### config.mk
export PLATFORM = sky130hd
export DESIGN_NAME = hsp_steer
export DESIGN_NICKNAME = d
export VERILOG_FILES = /design/src/hsp_pkg.sv /design/src/hsp_fifo.sv /design/src/hsp_steer.sv
export VERILOG_INCLUDE_DIRS = /design/src /design/src/src
export SDC_FILE = /design/constraint.sdc
export NUM_CORES = 1
export LEC_CHECK = 0
export ABC_AREA = 1
export BUFFER_PORTS_ARGS = -buffer_cell sky130_fd_sc_hd__clkbuf_2
export CAP_MARGIN = 15
export CELL_PAD_IN_SITES_DETAIL_PLACEMENT = 1
export CELL_PAD_IN_SITES_GLOBAL_PLACEMENT = 1
export CORE_UTILIZATION = 45
export DETAILED_ROUTE_END_ITERATION = 10
export PLACE_DENSITY = 0.78
export SLEW_MARGIN = 15
export SYNTH_ARGS = -nofsm -noshare
export SYNTH_HDL_FRONTEND = slang
export SYNTH_SLANG_ARGS = --single-unit
### constraint.sdc
create_clock -name clk_i -period 3.4 [get_ports clk_i]
set_input_delay 0.17 -clock clk_i [delete_from_list [all_inputs] [get_ports clk_i]]
set_output_delay 0.17 -clock clk_i [all_outputs]
set_load 0.02 [all_outputs]
### src/hsp_defines.svh
/*
 * Constants of the host serial port steering block: queue depths, flow
 * thresholds and setting encodings. Included by the steering module; the
 * types live in hsp_pkg. Definitions only.
 */
`ifndef HSP_DEFINES_SVH
`define HSP_DEFINES_SVH

// =========================================================================
// queues
`define HSP_TXQ_DEPTH      4'h8
`define HSP_RXQ_DEPTH      7'h40

// =========================================================================
// flow control thresholds; CTS in free bytes of the receive queue, RTS slip in bytes
`define HSP_CTS_STOP_FREE  7'h11
`define HSP_CTS_GO_FREE    7'h22
`define HSP_RTS_SLIP_MAX   3'h5

// =========================================================================
// setting encodings
`define HSP_FRAME_TRANSPARENT 2'h0
`define HSP_SSEL_IDLE         1'h1

`endif

### src/hsp_pkg.sv
/*
 * Types shared by the host serial port steering block.
 * Assumes the defines header supplies all numeric constants.
 */
package hsp_pkg;

	// =====================================================================
	// port selection state
	typedef enum logic [1:0] {
		HSP_SEL_BOOT,
		HSP_SEL_OPEN,
		HSP_SEL_UART,
		HSP_SEL_SPI
	} hsp_sel_e;

	// =====================================================================
	// saved configuration as seen by the block
	typedef struct packed {
		logic [1:0] uart_pins;          // data-in, data-out set as peripherals
		logic [3:0] spi_pins;           // slave-out, slave-in, select, clock
		logic [1:0] frame_mode_setting; // 0 transparent, else framed
		logic       rts_enable_setting;
		logic       cts_enable_setting;
		logic       data_present_setting;
	} hsp_cfg_s;

	// raw SPI pins from the master
	typedef struct packed {
		logic sclk;
		logic mosi;
		logic ssel_n;
	} hsp_spi_pins_s;

endpackage

### src/hsp_fifo.sv
/*
 * Flip-flop FIFO with valid/ready on both sides and a fill level.
 * Assumes DEPTH is a power of two so the pointers wrap by themselves.
 */
`timescale 1ns/10ps
module hsp_fifo #(
	parameter int WIDTH = 8,
	parameter int DEPTH = 8
) (
	input  wire logic                       clk_i,
	input  wire logic                       nrst_i,
	input  wire logic                       in_valid_i,
	output logic                            in_ready_o,
	input  wire logic [WIDTH-1:0]           in_data_i,
	output logic                            out_valid_o,
	input  wire logic                       out_ready_i,
	output logic [WIDTH-1:0]                out_data_o,
	output logic [$clog2(DEPTH+1)-1:0]      level_o
);
	localparam int AW = $clog2(DEPTH);
	localparam int CW = $clog2(DEPTH+1);

	logic [WIDTH-1:0] mem_reg [DEPTH];
	logic [AW-1:0]    wr_ptr_reg, wr_ptr_next;
	logic [AW-1:0]    rd_ptr_reg, rd_ptr_next;
	logic [CW-1:0]    cnt_reg, cnt_next;
	logic             push;
	logic             pop;

	// =====================================================================
	// handshake: full and empty come straight from the count
	assign in_ready_o  = (cnt_reg != CW'(DEPTH));
	assign out_valid_o = (cnt_reg != {CW{1'b0}});
	assign out_data_o  = mem_reg[rd_ptr_reg];
	assign level_o     = cnt_reg;
	assign push        = in_valid_i & in_ready_o;
	assign pop         = out_valid_o & out_ready_i;

	// pointer and count next values
	always_comb begin
		wr_ptr_next = push ? wr_ptr_reg + AW'(1) : wr_ptr_reg;
		rd_ptr_next = pop ? rd_ptr_reg + AW'(1) : rd_ptr_reg;
		cnt_next    = cnt_reg + CW'(push) - CW'(pop);
	end

	always_ff @(posedge clk_i) begin
		if (!nrst_i) begin
			wr_ptr_reg <= {AW{1'b0}};
			rd_ptr_reg <= {AW{1'b0}};
			cnt_reg    <= {CW{1'b0}};
		end else begin
			wr_ptr_reg <= wr_ptr_next;
			rd_ptr_reg <= rd_ptr_next;
			cnt_reg    <= cnt_next;
		end
	end

	// storage entries; data needs no reset, the count guards it
	for (genvar i = 0; i < DEPTH; i++) begin : g_entry
		always_ff @(posedge clk_i) begin
			if (push && (wr_ptr_reg == AW'(i))) begin
				mem_reg[i] <= in_data_i;
			end
		end
	end

endmodule

### src/hsp_steer.sv
/*
 * Host serial port steering: picks UART or SPI slave as the host port,
 * queues host data toward the radio and radio data toward the host,
 * applies RTS/CTS, data present and packetization decisions.
 * Assumes a byte-level UART sits on the same clock, SPI pins and RTS come
 * asynchronously from outside, and the radio side speaks valid/ready.
 */
`timescale 1ns/10ps
`include "hsp_defines.svh"
module hsp_steer (
	input  wire logic                  clk_i,
	input  wire logic                  nrst_i,
	// configuration and transparent-mode controls
	input  wire hsp_pkg::hsp_cfg_s     cfg_i,
	input  wire logic [7:0]            packetize_timeout_i,
	input  wire logic [7:0]            max_payload_count_i,
	input  wire logic                  char_tick_i,
	input  wire logic                  cmd_seq_seen_i,
	// byte-level UART
	input  wire logic                  uart_rx_valid_i,
	input  wire logic [7:0]            uart_rx_data_i,
	output logic                       uart_tx_valid_o,
	output logic [7:0]                 uart_tx_data_o,
	input  wire logic                  uart_tx_ready_i,
	input  wire logic                  rts_pin_i,
	output logic                       cts_pin_o,
	output logic                       data_present_line_n_o,
	// SPI slave pins
	input  wire hsp_pkg::hsp_spi_pins_s spi_pins_i,
	output logic                       spi_miso_o,
	output logic                       spi_miso_oe_o,
	output logic                       spi_attn_n_o,
	// radio side
	input  wire logic                  rf_rx_valid_i,
	input  wire logic                  rf_rx_first_i,
	input  wire logic [7:0]            rf_rx_len_i,
	input  wire logic [7:0]            rf_rx_data_i,
	output logic                       rf_rx_ready_o,
	output logic                       rf_rx_drop_o,
	output logic                       rf_tx_valid_o,
	output logic [7:0]                 rf_tx_data_o,
	input  wire logic                  rf_tx_ready_i,
	output logic                       packetize_o,
	output logic                       framed_o,
	output logic                       spi_active_o
);
	// =====================================================================
	// declarations
	hsp_pkg::hsp_sel_e sel_reg, sel_next;
	logic [2:0] sclk_sync_reg;
	logic [2:0] ssel_sync_reg;
	logic [1:0] mosi_sync_reg;
	logic [1:0] rts_sync_reg;
	logic [2:0] bit_cnt_reg, bit_cnt_next;
	logic [7:0] rx_sr_reg, rx_sr_next;
	logic [7:0] tx_sr_reg, tx_sr_next;
	logic       spi_byte_reg, spi_byte_next;
	logic       tx_held_reg, tx_held_next;
	logic       rf_drop_reg, rf_drop_next;
	logic       drop_flag_reg, drop_flag_next;
	logic       cts_reg, cts_next;
	logic       dp_n_reg, dp_n_next;
	logic       attn_n_reg, attn_n_next;
	logic [7:0] since_reg, since_next;
	logic [7:0] idle_reg, idle_next;
	logic       pkt_reg, pkt_next;
	logic       uart_ok, spi_ok;
	logic       ssel_on, ssel_fall, spi_rise, spi_fall, spi_live;
	logic       uart_side, spi_side, spi_pop, uart_pop, rts_hold;
	logic       rxq_in_valid, rxq_in_ready, txq_in_valid, txq_in_ready;
	logic [7:0] rxq_in_data;
	logic       txq_out_valid, txq_out_ready;
	logic [7:0] txq_out_data;
	logic [6:0] rxq_level, rx_free;
	logic [3:0] txq_level, txq_free;
	logic       fits, drop_now, transparent, uart_push;

	// =====================================================================
	// pin synchronisers; stage 0 feeds stage 1 only, stage 2 is for edges
	always_ff @(posedge clk_i) begin
		if (!nrst_i) begin
			sclk_sync_reg <= 3'h0;
			ssel_sync_reg <= 3'h7;
			mosi_sync_reg <= 2'h0;
			rts_sync_reg  <= 2'h0;
		end else begin
			sclk_sync_reg <= {sclk_sync_reg[1:0], spi_pins_i.sclk};
			ssel_sync_reg <= {ssel_sync_reg[1:0], spi_pins_i.ssel_n};
			mosi_sync_reg <= {mosi_sync_reg[0], spi_pins_i.mosi};
			rts_sync_reg  <= {rts_sync_reg[0], rts_pin_i};
		end
	end

	// =====================================================================
	// port selection
	// pin enables
	assign uart_ok = &cfg_i.uart_pins;
	assign spi_ok  = &cfg_i.spi_pins;
	assign ssel_on   = (ssel_sync_reg[1] != `HSP_SSEL_IDLE);
	assign ssel_fall = ssel_on & (ssel_sync_reg[2] == `HSP_SSEL_IDLE);

	// boot lasts one cycle so the configuration is read after reset release
	always_comb begin
		sel_next = sel_reg;
		case (sel_reg)
			hsp_pkg::HSP_SEL_BOOT: begin
				if (uart_ok && spi_ok) begin
					sel_next = hsp_pkg::HSP_SEL_OPEN;
				end else if (spi_ok) begin
					sel_next = hsp_pkg::HSP_SEL_SPI;
				end else begin
					sel_next = hsp_pkg::HSP_SEL_UART;
				end
			end
			hsp_pkg::HSP_SEL_OPEN: begin
				if (uart_rx_valid_i) begin
					sel_next = hsp_pkg::HSP_SEL_UART;
				end else if (ssel_on) begin
					sel_next = hsp_pkg::HSP_SEL_SPI;
				end
			end
			default: sel_next = sel_reg;
		endcase
	end

	always_ff @(posedge clk_i) begin
		if (!nrst_i) begin
			sel_reg <= hsp_pkg::HSP_SEL_BOOT;
		end else begin
			sel_reg <= sel_next;
		end
	end

	assign uart_side    = (sel_reg == hsp_pkg::HSP_SEL_UART) | (sel_reg == hsp_pkg::HSP_SEL_OPEN);
	assign spi_side     = (sel_reg == hsp_pkg::HSP_SEL_SPI);
	assign spi_active_o = spi_side;

	// =====================================================================
	// SPI mode 0 shifter: sample on rise, shift out on fall, bit 7 first
	assign spi_rise = sclk_sync_reg[1] & ~sclk_sync_reg[2];
	assign spi_fall = ~sclk_sync_reg[1] & sclk_sync_reg[2];
	assign spi_live = ssel_on & (spi_side | (sel_reg == hsp_pkg::HSP_SEL_OPEN));

	always_comb begin
		bit_cnt_next  = bit_cnt_reg;
		rx_sr_next    = rx_sr_reg;
		tx_sr_next    = tx_sr_reg;
		spi_byte_next = 1'b0;
		spi_pop       = 1'b0;
		tx_held_next  = tx_held_reg;
		if (!spi_live) begin
			bit_cnt_next = 3'h0;
		end else begin
			if (spi_rise) begin
				rx_sr_next    = {rx_sr_reg[6:0], mosi_sync_reg[1]};
				bit_cnt_next  = bit_cnt_reg + 3'h1;
				spi_byte_next = (bit_cnt_reg == 3'h7);
				// a loaded byte leaves the queue only once its first bit is taken,
				// so a select dropped between bytes does not lose it
				spi_pop       = tx_held_reg & (bit_cnt_reg == 3'h0);
				tx_held_next  = tx_held_reg & (bit_cnt_reg != 3'h0);
			end
			if (ssel_fall || (spi_fall && (bit_cnt_reg == 3'h0))) begin
				tx_held_next = spi_side & txq_out_valid;
				tx_sr_next   = tx_held_next ? txq_out_data : 8'h00;
			end else if (spi_fall) begin
				tx_sr_next = {tx_sr_reg[6:0], 1'b0};
			end
		end
	end

	always_ff @(posedge clk_i) begin
		if (!nrst_i) begin
			bit_cnt_reg  <= 3'h0;
			rx_sr_reg    <= 8'h00;
			tx_sr_reg    <= 8'h00;
			spi_byte_reg <= 1'b0;
			tx_held_reg  <= 1'b0;
		end else begin
			bit_cnt_reg  <= bit_cnt_next;
			rx_sr_reg    <= rx_sr_next;
			tx_sr_reg    <= tx_sr_next;
			spi_byte_reg <= spi_byte_next;
			tx_held_reg  <= tx_held_next;
		end
	end

	// miso only driven while this slave is selected and SPI may be used
	assign spi_miso_o    = tx_sr_reg[7];
	assign spi_miso_oe_o = spi_live;

	// =====================================================================
	// host to radio queue; a full queue drops the new byte
	// other port blocked
	assign rxq_in_valid = (uart_rx_valid_i & uart_side) | (spi_byte_reg & spi_side);
	assign rxq_in_data  = spi_side ? rx_sr_reg : uart_rx_data_i;
	assign uart_push    = uart_rx_valid_i & uart_side & rxq_in_ready;

	hsp_fifo #(
		.WIDTH (8),
		.DEPTH (`HSP_RXQ_DEPTH)
	) u_rxq (
		.clk_i       (clk_i),
		.nrst_i      (nrst_i),
		.in_valid_i  (rxq_in_valid),
		.in_ready_o  (rxq_in_ready),
		.in_data_i   (rxq_in_data),
		.out_valid_o (rf_tx_valid_o),
		.out_ready_i (rf_tx_ready_i),
		.out_data_o  (rf_tx_data_o),
		.level_o     (rxq_level)
	);

	// =====================================================================
	// radio to host queue with whole-packet admission
	assign txq_free = `HSP_TXQ_DEPTH - txq_level;
	assign fits     = ({4'h0, txq_free} >= rf_rx_len_i);
	assign drop_now      = rf_rx_first_i ? ~fits : rf_drop_reg;
	assign txq_in_valid  = rf_rx_valid_i & ~drop_now;
	assign rf_rx_ready_o = drop_now | txq_in_ready;

	// the decision taken on the first byte holds for the rest of the packet
	always_comb begin
		rf_drop_next   = rf_drop_reg;
		drop_flag_next = 1'b0;
		if (rf_rx_valid_i && rf_rx_first_i) begin
			rf_drop_next   = ~fits;
			drop_flag_next = ~fits;
		end
	end

	always_ff @(posedge clk_i) begin
		if (!nrst_i) begin
			rf_drop_reg   <= 1'b0;
			drop_flag_reg <= 1'b0;
		end else begin
			rf_drop_reg   <= rf_drop_next;
			drop_flag_reg <= drop_flag_next;
		end
	end
	assign rf_rx_drop_o = drop_flag_reg;

	hsp_fifo #(
		.WIDTH (8),
		.DEPTH (`HSP_TXQ_DEPTH)
	) u_txq (
		.clk_i       (clk_i),
		.nrst_i      (nrst_i),
		.in_valid_i  (txq_in_valid),
		.in_ready_o  (txq_in_ready),
		.in_data_i   (rf_rx_data_i),
		.out_valid_o (txq_out_valid),
		.out_ready_i (txq_out_ready),
		.out_data_o  (txq_out_data),
		.level_o     (txq_level)
	);

	// =====================================================================
	// UART output; RTS stops at byte granularity, well inside the slip
	// no flow on SPI
	assign rts_hold        = cfg_i.rts_enable_setting & rts_sync_reg[1] & uart_side;
	assign uart_tx_valid_o = txq_out_valid & uart_side & ~rts_hold;
	assign uart_tx_data_o  = txq_out_data;
	assign uart_pop        = uart_tx_valid_o & uart_tx_ready_i;
	assign txq_out_ready   = uart_pop | spi_pop;

	// =====================================================================
	// status lines: CTS hysteresis, data present, SPI attention
	assign rx_free = `HSP_RXQ_DEPTH - rxq_level;

	always_comb begin
		cts_next    = cts_reg;
		dp_n_next   = 1'b1;
		attn_n_next = ~(spi_side & txq_out_valid);
		if (!cfg_i.cts_enable_setting || !uart_side) begin
			cts_next = 1'b0;
		end else if (rx_free <= `HSP_CTS_STOP_FREE) begin
			cts_next = 1'b1;
		end else if (rx_free >= `HSP_CTS_GO_FREE) begin
			cts_next = 1'b0;
		end
		if (cfg_i.data_present_setting && uart_side && txq_out_valid) begin
			dp_n_next = 1'b0;
		end
	end

	always_ff @(posedge clk_i) begin
		if (!nrst_i) begin
			cts_reg    <= 1'b0;
			dp_n_reg   <= 1'b1;
			attn_n_reg <= 1'b1;
		end else begin
			cts_reg    <= cts_next;
			dp_n_reg   <= dp_n_next;
			attn_n_reg <= attn_n_next;
		end
	end
	assign cts_pin_o             = cts_reg;
	assign data_present_line_n_o = dp_n_reg;
	assign spi_attn_n_o          = attn_n_reg;

	// =====================================================================
	// packetization; framed mode and SPI carry frames and never packetize
	// SPI always framed
	assign transparent = uart_side && (cfg_i.frame_mode_setting == `HSP_FRAME_TRANSPARENT);
	assign framed_o    = (sel_reg != hsp_pkg::HSP_SEL_BOOT) & ~transparent;

	always_comb begin
		since_next = since_reg;
		idle_next  = idle_reg;
		pkt_next   = 1'b0;
		if (!transparent) begin
			since_next = 8'h00;
			idle_next  = 8'h00;
		end else begin
			if (uart_push) begin
				since_next = since_reg + 8'h01;
				idle_next  = 8'h00;
				pkt_next   = (packetize_timeout_i == 8'h00);
			end else if (char_tick_i && (since_reg != 8'h00)) begin
				idle_next = idle_reg + 8'h01;
				pkt_next  = (idle_next >= packetize_timeout_i);
			end
			if (cmd_seq_seen_i && (since_reg != 8'h00)) begin
				pkt_next = 1'b1;
			end
			if ((max_payload_count_i != 8'h00) && (since_next >= max_payload_count_i)) begin
				pkt_next = 1'b1;
			end
			if (pkt_next) begin
				since_next = 8'h00;
				idle_next  = 8'h00;
			end
		end
	end

	always_ff @(posedge clk_i) begin
		if (!nrst_i) begin
			since_reg <= 8'h00;
			idle_reg  <= 8'h00;
			pkt_reg   <= 1'b0;
		end else begin
			since_reg <= since_next;
			idle_reg  <= idle_next;
			pkt_reg   <= pkt_next;
		end
	end
	assign packetize_o = pkt_reg;
endmodule

=== Word level (Yosys, flattened, before mapping) ===
Memory sizes are Yosys's and may differ from the RTL's. A register that Yosys moved wholly into a read port is not among the register bits.
Cells that the tools add are included.
Widths: inputs -> output; s select.

* Memories kept: 2
* Output and inout bits: 28
* Input bits: 64
* Word-level logic and storage cells: 722
* Bits in registers: 84
* RAM bits: 576

* Muxes and demuxes: 382
* Add/subtract/negate cells: 13
* Equality and inequality tests: 77
* Reductions and logical operators: 184
* Order comparisons: 5
* Bitwise gates (word level): 35

{| class="wikitable"
|+ Memories
! memory !! words !! width !! rd ports !! clocked after memory_dff !! wr ports !! RTL line !! RTL
|-
| u_rxq.mem_reg || 64 || 8 || 1 || 1 || 1 || hsp_fifo.sv:23 || <nowiki>logic [WIDTH-1:0] mem_reg [DEPTH];</nowiki>
|-
| u_txq.mem_reg || 8 || 8 || 1 || 1 || 1 || hsp_fifo.sv:23 ||
|}

{| class="wikitable"
|+ Operators by type and width
! cell !! count
|-
| $mux 8 || 76
|-
| $reduce_or 8->1 || 70
|-
| $mux 6 || 65
|-
| $mux 1 || 228
|-
| $eq 6x6->1 const B || 32
|-
| $eq 6x5->1 const B || 16
|-
| $logic_and 1x1->1 || 81
|-
| $eq 6x4->1 const B || 8
|-
| $mux 3 || 9
|-
| $eq 6x3->1 const B || 4
|-
| $and 1x1->1 || 21
|-
| $add 8x1->8 const B || 2
|-
| $ge 8x8->1 || 2
|-
| $reduce_and 2->1 || 8
|-
| $reduce_bool 8->1 || 2
|-
| $eq 3x3->1 const B || 5
|-
| $add 6x1->6 const B || 2
|-
| $eq 6x2->1 const B || 2
|-
| $reduce_bool 2->1 || 5
|-
| $add 3x1->3 const B || 3
|-
| $not 1->1 || 9
|-
| $ge 4x8->1 || 1
|-
| $logic_not 8->1 || 1
|-
| $add 7x1->7 || 1
|-
| 31 further kinds || 43
|}

=== Longest topological paths before layout ===
* Depth in word-level cells: 72
* Depth in mapped cells: 22
* Depth with buffers taken out: 22

=== Hierarchy ===
A second synthesis with hierarchy kept.

* Cell total of the unflattened synthesis: 2,815
* Area, all modules: 29,300.6 um^2

{| class="wikitable"
|+ By module, submodules not included
! module !! cells an instance !! area each (um^2) !! instances !! seq. area each (um^2)
|-
| hsp_fifo at u_rxq || 1,949 || 22,302.6 || 1 || 15,875.2
|-
| hsp_fifo at u_txq || 381 || 3,628.5 || 1 || 2,182.1
|-
| hsp_steer || 485 || 3,369.5 || 1 || 1,101.1
|}

=== Worst setup path before layout ===
No wires, ideal clock.

* Path type: reg2reg
* Start: register u_rxq.cnt_reg[1] (netlist: u_rxq.level_o[1])
* End: register u_rxq.cnt_reg[6] (netlist: u_rxq.level_o[6])
* Arrival time: 2.754 ns
* Setup slack: 0.515 ns
* Period minus slack after synthesis: 2.885 ns
* Cell stages (with the launch flop): 21
* Buffers on the path: 0
* Setup time: 0.131 ns
* Data required time: 3.269 ns
* Cell sequence: dfxtp_1 -> inv_1 -> ha_1 -> nand2_2 -> inv_2 -> nand3_1 -> nand2_1 -> inv_2 -> ha_1 -> inv_1 -> ha_1 -> inv_1 -> fa_1 -> nor2_1 -> o21ai_0 -> nand2_1 -> nand2_1 -> a21oi_1 -> nor2_1 -> nand2_1 -> a21oi_1

* Elaborated cells between the ends (all ways): 6
* Those cells by class: add/sub: 2; eq/ne: 1; bitwise: 2; reduce/logical: 1

{| class="wikitable"
|+ RTL lines
! item !! RTL line !! RTL
|-
| start, declared || hsp_fifo.sv:26 || <nowiki>logic [CW-1:0] cnt_reg, cnt_next;</nowiki>
|-
| start signal, assigned || hsp_fifo.sv:50 || <nowiki>cnt_reg <= {CW{1'b0}};</nowiki>
|-
| start signal, assigned || hsp_fifo.sv:54 || <nowiki>cnt_reg <= cnt_next;</nowiki>
|-
| $reduce_bool 7->1 || hsp_fifo.sv:33 || <nowiki>assign out_valid_o = (cnt_reg != {CW{1'b0}});</nowiki>
|-
| named net rf_tx_valid_o || hsp_steer.sv:40 || <nowiki>output logic rf_tx_valid_o,</nowiki>
|-
| $and 1x1->1 || hsp_fifo.sv:37 || <nowiki>assign pop = out_valid_o & out_ready_i;</nowiki>
|-
| named net u_rxq.pop || hsp_fifo.sv:28 || <nowiki>logic pop;</nowiki>
|-
| $sub 7x1->7 || hsp_fifo.sv:43 || <nowiki>cnt_next = cnt_reg + CW'(push) - CW'(pop);</nowiki>
|}

The timed path passes the listed nets, and every way through them passes these cells.
A chain may end at the register's enable or synchronous reset.

==> flow_summary.yaml <==
outcome:
  outcome: "finished, final reports clean"
synth:
  yosysUniqueCellTypes: 44
  yosysTopAreaCellShare_pct: 59.8
  synthArstFlopShare_pct: 0
  yosysTopAreaCell: "edfxtp_1"
  avgSynthCellArea_sq_um: 10.6
  synth_area_leaders: "edfxtp_1 60%, nand2_1 11%, nand3_1 7.2%"
  synth-edff-count: 576
  yosys_most_used_dff: "edfxtp_1"
  yosys_warnings: 0
  syn_area_sq_um: 28900
  syn_inst: 2723
  seq_area_frac_synth_pct: 66.2
  syn-num-nets: 2852
  synth_seq_cells: 669
floorplan:
  pin_count: 92
  die_h_um: 256
  initial_core_util_pct: 45.7
  rows: 92
  core_sq_um: 63300
  die_x_um: 256
  die_area_sq_um: 65300
timing:
  setup_tns_ns: 0
  timing.hold.ws_ns: 0.0444
  final.period_utilization_pct: 95.0
  worst_pin_slew_ns: 1.00
  setup_viol: 0
  fin_skew_ns: 0.0250
  relSlewSlack_pct: 33.2
  rsz0062_at_grt: "false"
  hold_viol: 0
  finalWorstSetupSlack_ns: 0.169
  min_period_ns: 3.23
  max_freq_mhz: 310
  slew_violations: 0
cells_and_area:
  largest_reg_flops: 512
  instances_no_fill: 3747
  layout-drive-gt1-share_pct: 10.7
  diodes: 0
  area_growth_pct: 13.6
  nNetsFinal: 2974
global_route:
  antenna_found_initial: 2
  grt_pass1_wl_um: 128000
  grt_pass1_vias: 22400
  grt_start_max_net_pins: 151
  grt-ovfl-total: 0
  grtUsageTotal_pct: 25.4
pwr:
  power_w: 0.0221
  peakVddDrop_uv: 516
  leakage_nw: 12.5
  powerDensity_nw_per_um2: 672
setup_path:
  path_max_fanout: 70
  start_kind: "flip-flop"
  crit_chain: "inv_8 -> buf_12 -> nand2_1 -> nand3_1 -> nand3_1 -> nand2_1 -> nand2_1 -> nand2_1 -> o211ai_1 -> nand2_1 -> clkbuf_2"
  crit_top_cell: "nand2_1"
  critPathArrivalTime_ns: 3.06
  critPathRequiredTime_ns: 3.23
  critPathTopFamily: "simple AND/OR/NAND/NOR gates"
  slowest_delay_ns: 0.45
  end_kind: "primary output"
  crit_buf_inv: 3
  slowest_stage: "dfxtp_4"
  worstSetupPathType: "flip-flop to primary output"
placement:
  gp_congestion: 0.819
  port-buffer-count: 91
  place_ws_ns: 0.104
  dpl.hpwl_um: 51500
  placed_cells: 3592
drt:
  drt_iter0_drc: 1690
  vias_per_cell: 5.52
  vias: 20700
  drc_errors: 0
  wl_per_cell_um: 22.0
  ant_nets: 0
  firstDrtPassIters: 5
  wirelength_um: 82300
clock_tree:
  path_clk_slew_ns: 0.06
  cts_root_buf: "clkbuf_16"
  cts.sinks: 669
  clkLatencyLatePin_ns: 0.63
  htreeDepth: 3
  cts_tree: "yes"
  cts_made_buffers: 71
  clock_path_buffers: 3
run:
  cap_violations: 0
worst_hold_path:
  hold_path.class: "primary input to flip-flop"
[tightest hold or removal path: stages]
cell      delay, ns
clkbuf_2       0.11
inv_1          0.05
a21oi_1        0.17
a221oi_1       0.10
[cell usage after synthesis (all sizes together), types with 2 or more instances]
cell type	instances
nand2	816
edfxtp	576
nand3	423
nor2	201
inv	172
buf	104
dfxtp	93
o21ai	74
a21oi	65
ha	63
clkbuf	30
o211ai	16
o22ai	16
xor2	16
nand4	15
nor3	14
a211oi	5
xnor2	5
or2	4
nor4	3
o21a	3
a31oi	2
fa	2
[layout make-up]
type | instances | area, sq um
sequential | 669 | 19200
inverter | 172 | 657
multi-input combinational | 1748 | 8350
clock inverter | 37 | 349
fill | 6863 | 30500
clock buffer | 92 | 1940
tap | 846 | 1060
timing repair buffer | 183 | 1320
[power breakdown]
part / switching [W] / total (W) / leakage, nW / internal (W)
logic: 0.00349 / 0.00488 / 5.42 / 0.00139
clock network: 0.00324 / 0.00774 / 1.14 / 0.00449
registers: 0.000143 / 0.00944 / 5.95 / 0.00929
total: 0.00688 / 0.0221 / 12.5 / 0.0152
[layer usage]
metal	up-vias	global-route usage, %	part of all wire, %
li1	9527	-	-
met4	4	8.18	2.9
met5	-	0	0.029
met3	159	4.19	4.9
met2	567	45.1	51
met1	10400	31.4	41
[final timing paths]
path              slack (ns)                          end  cells after the start                        start
hold / removal          0.04      sel_reg[0]$_SDFFE_PN0P_                      4              uart_rx_valid_i
hold reg to reg         0.41  mosi_sync_reg[1]$_SDFF_PN0_                      2  mosi_sync_reg[0]$_SDFF_PN0_
setup reg to reg        0.19      since_reg[3]$_SDFF_PP0_                     19  u_rxq.level_o[0]$_SDFF_PN0_
setup / recovery        0.17              rf_tx_data_o[0]                     11                    flip-flop
[cell families after synthesis]
family	after synthesis	share of synthesized area (%)
AOI/OAI and AO/OA	184	3.58
DFF	669	66.2
adders and majority gates	65	2.86
xor gates and xnor gates	21	0.636
buffers and inverters	306	5.09
and+or+nand+nor	1478	21.6
[layout by cell type, fill, tap and decap left out, drive strengths merged, types with 15 or more instances in the layout]
cell / Yosys / routed
dlygate4sd3: 0 / 25
o211ai: 16 / 16
clkinv: 0 / 29
edfxtp: 576 / 576
nand3: 423 / 423
xor2: 16 / 16
o22ai: 16 / 16
o21ai: 74 / 74
nand2: 816 / 816
ha: 63 / 63
a21oi: 65 / 65
buf: 104 / 67
clkbuf: 30 / 183
nor2: 201 / 201
nand4: 15 / 15
dfxtp: 93 / 93
inv: 172 / 174
[through the flow]
step	area (sq um)	util (%)
after floorplan	28900	-
after global placement	30300	47.8
after detailed placement	30300	47.8
after CTS	32800	51.8
after global routing	32800	51.9
final	32800	51.9
[repair_timing]
action / 4_1_cts / 5_1_grt
setup buffers: 0 / 1
endpoints found under the setup margin: 0 / 25
gates resized for setup: 0 / 4
hold endpoints to repair: 96 / 0
hold buffers: 25 / 0
Power figures use the tool's default switching activity.
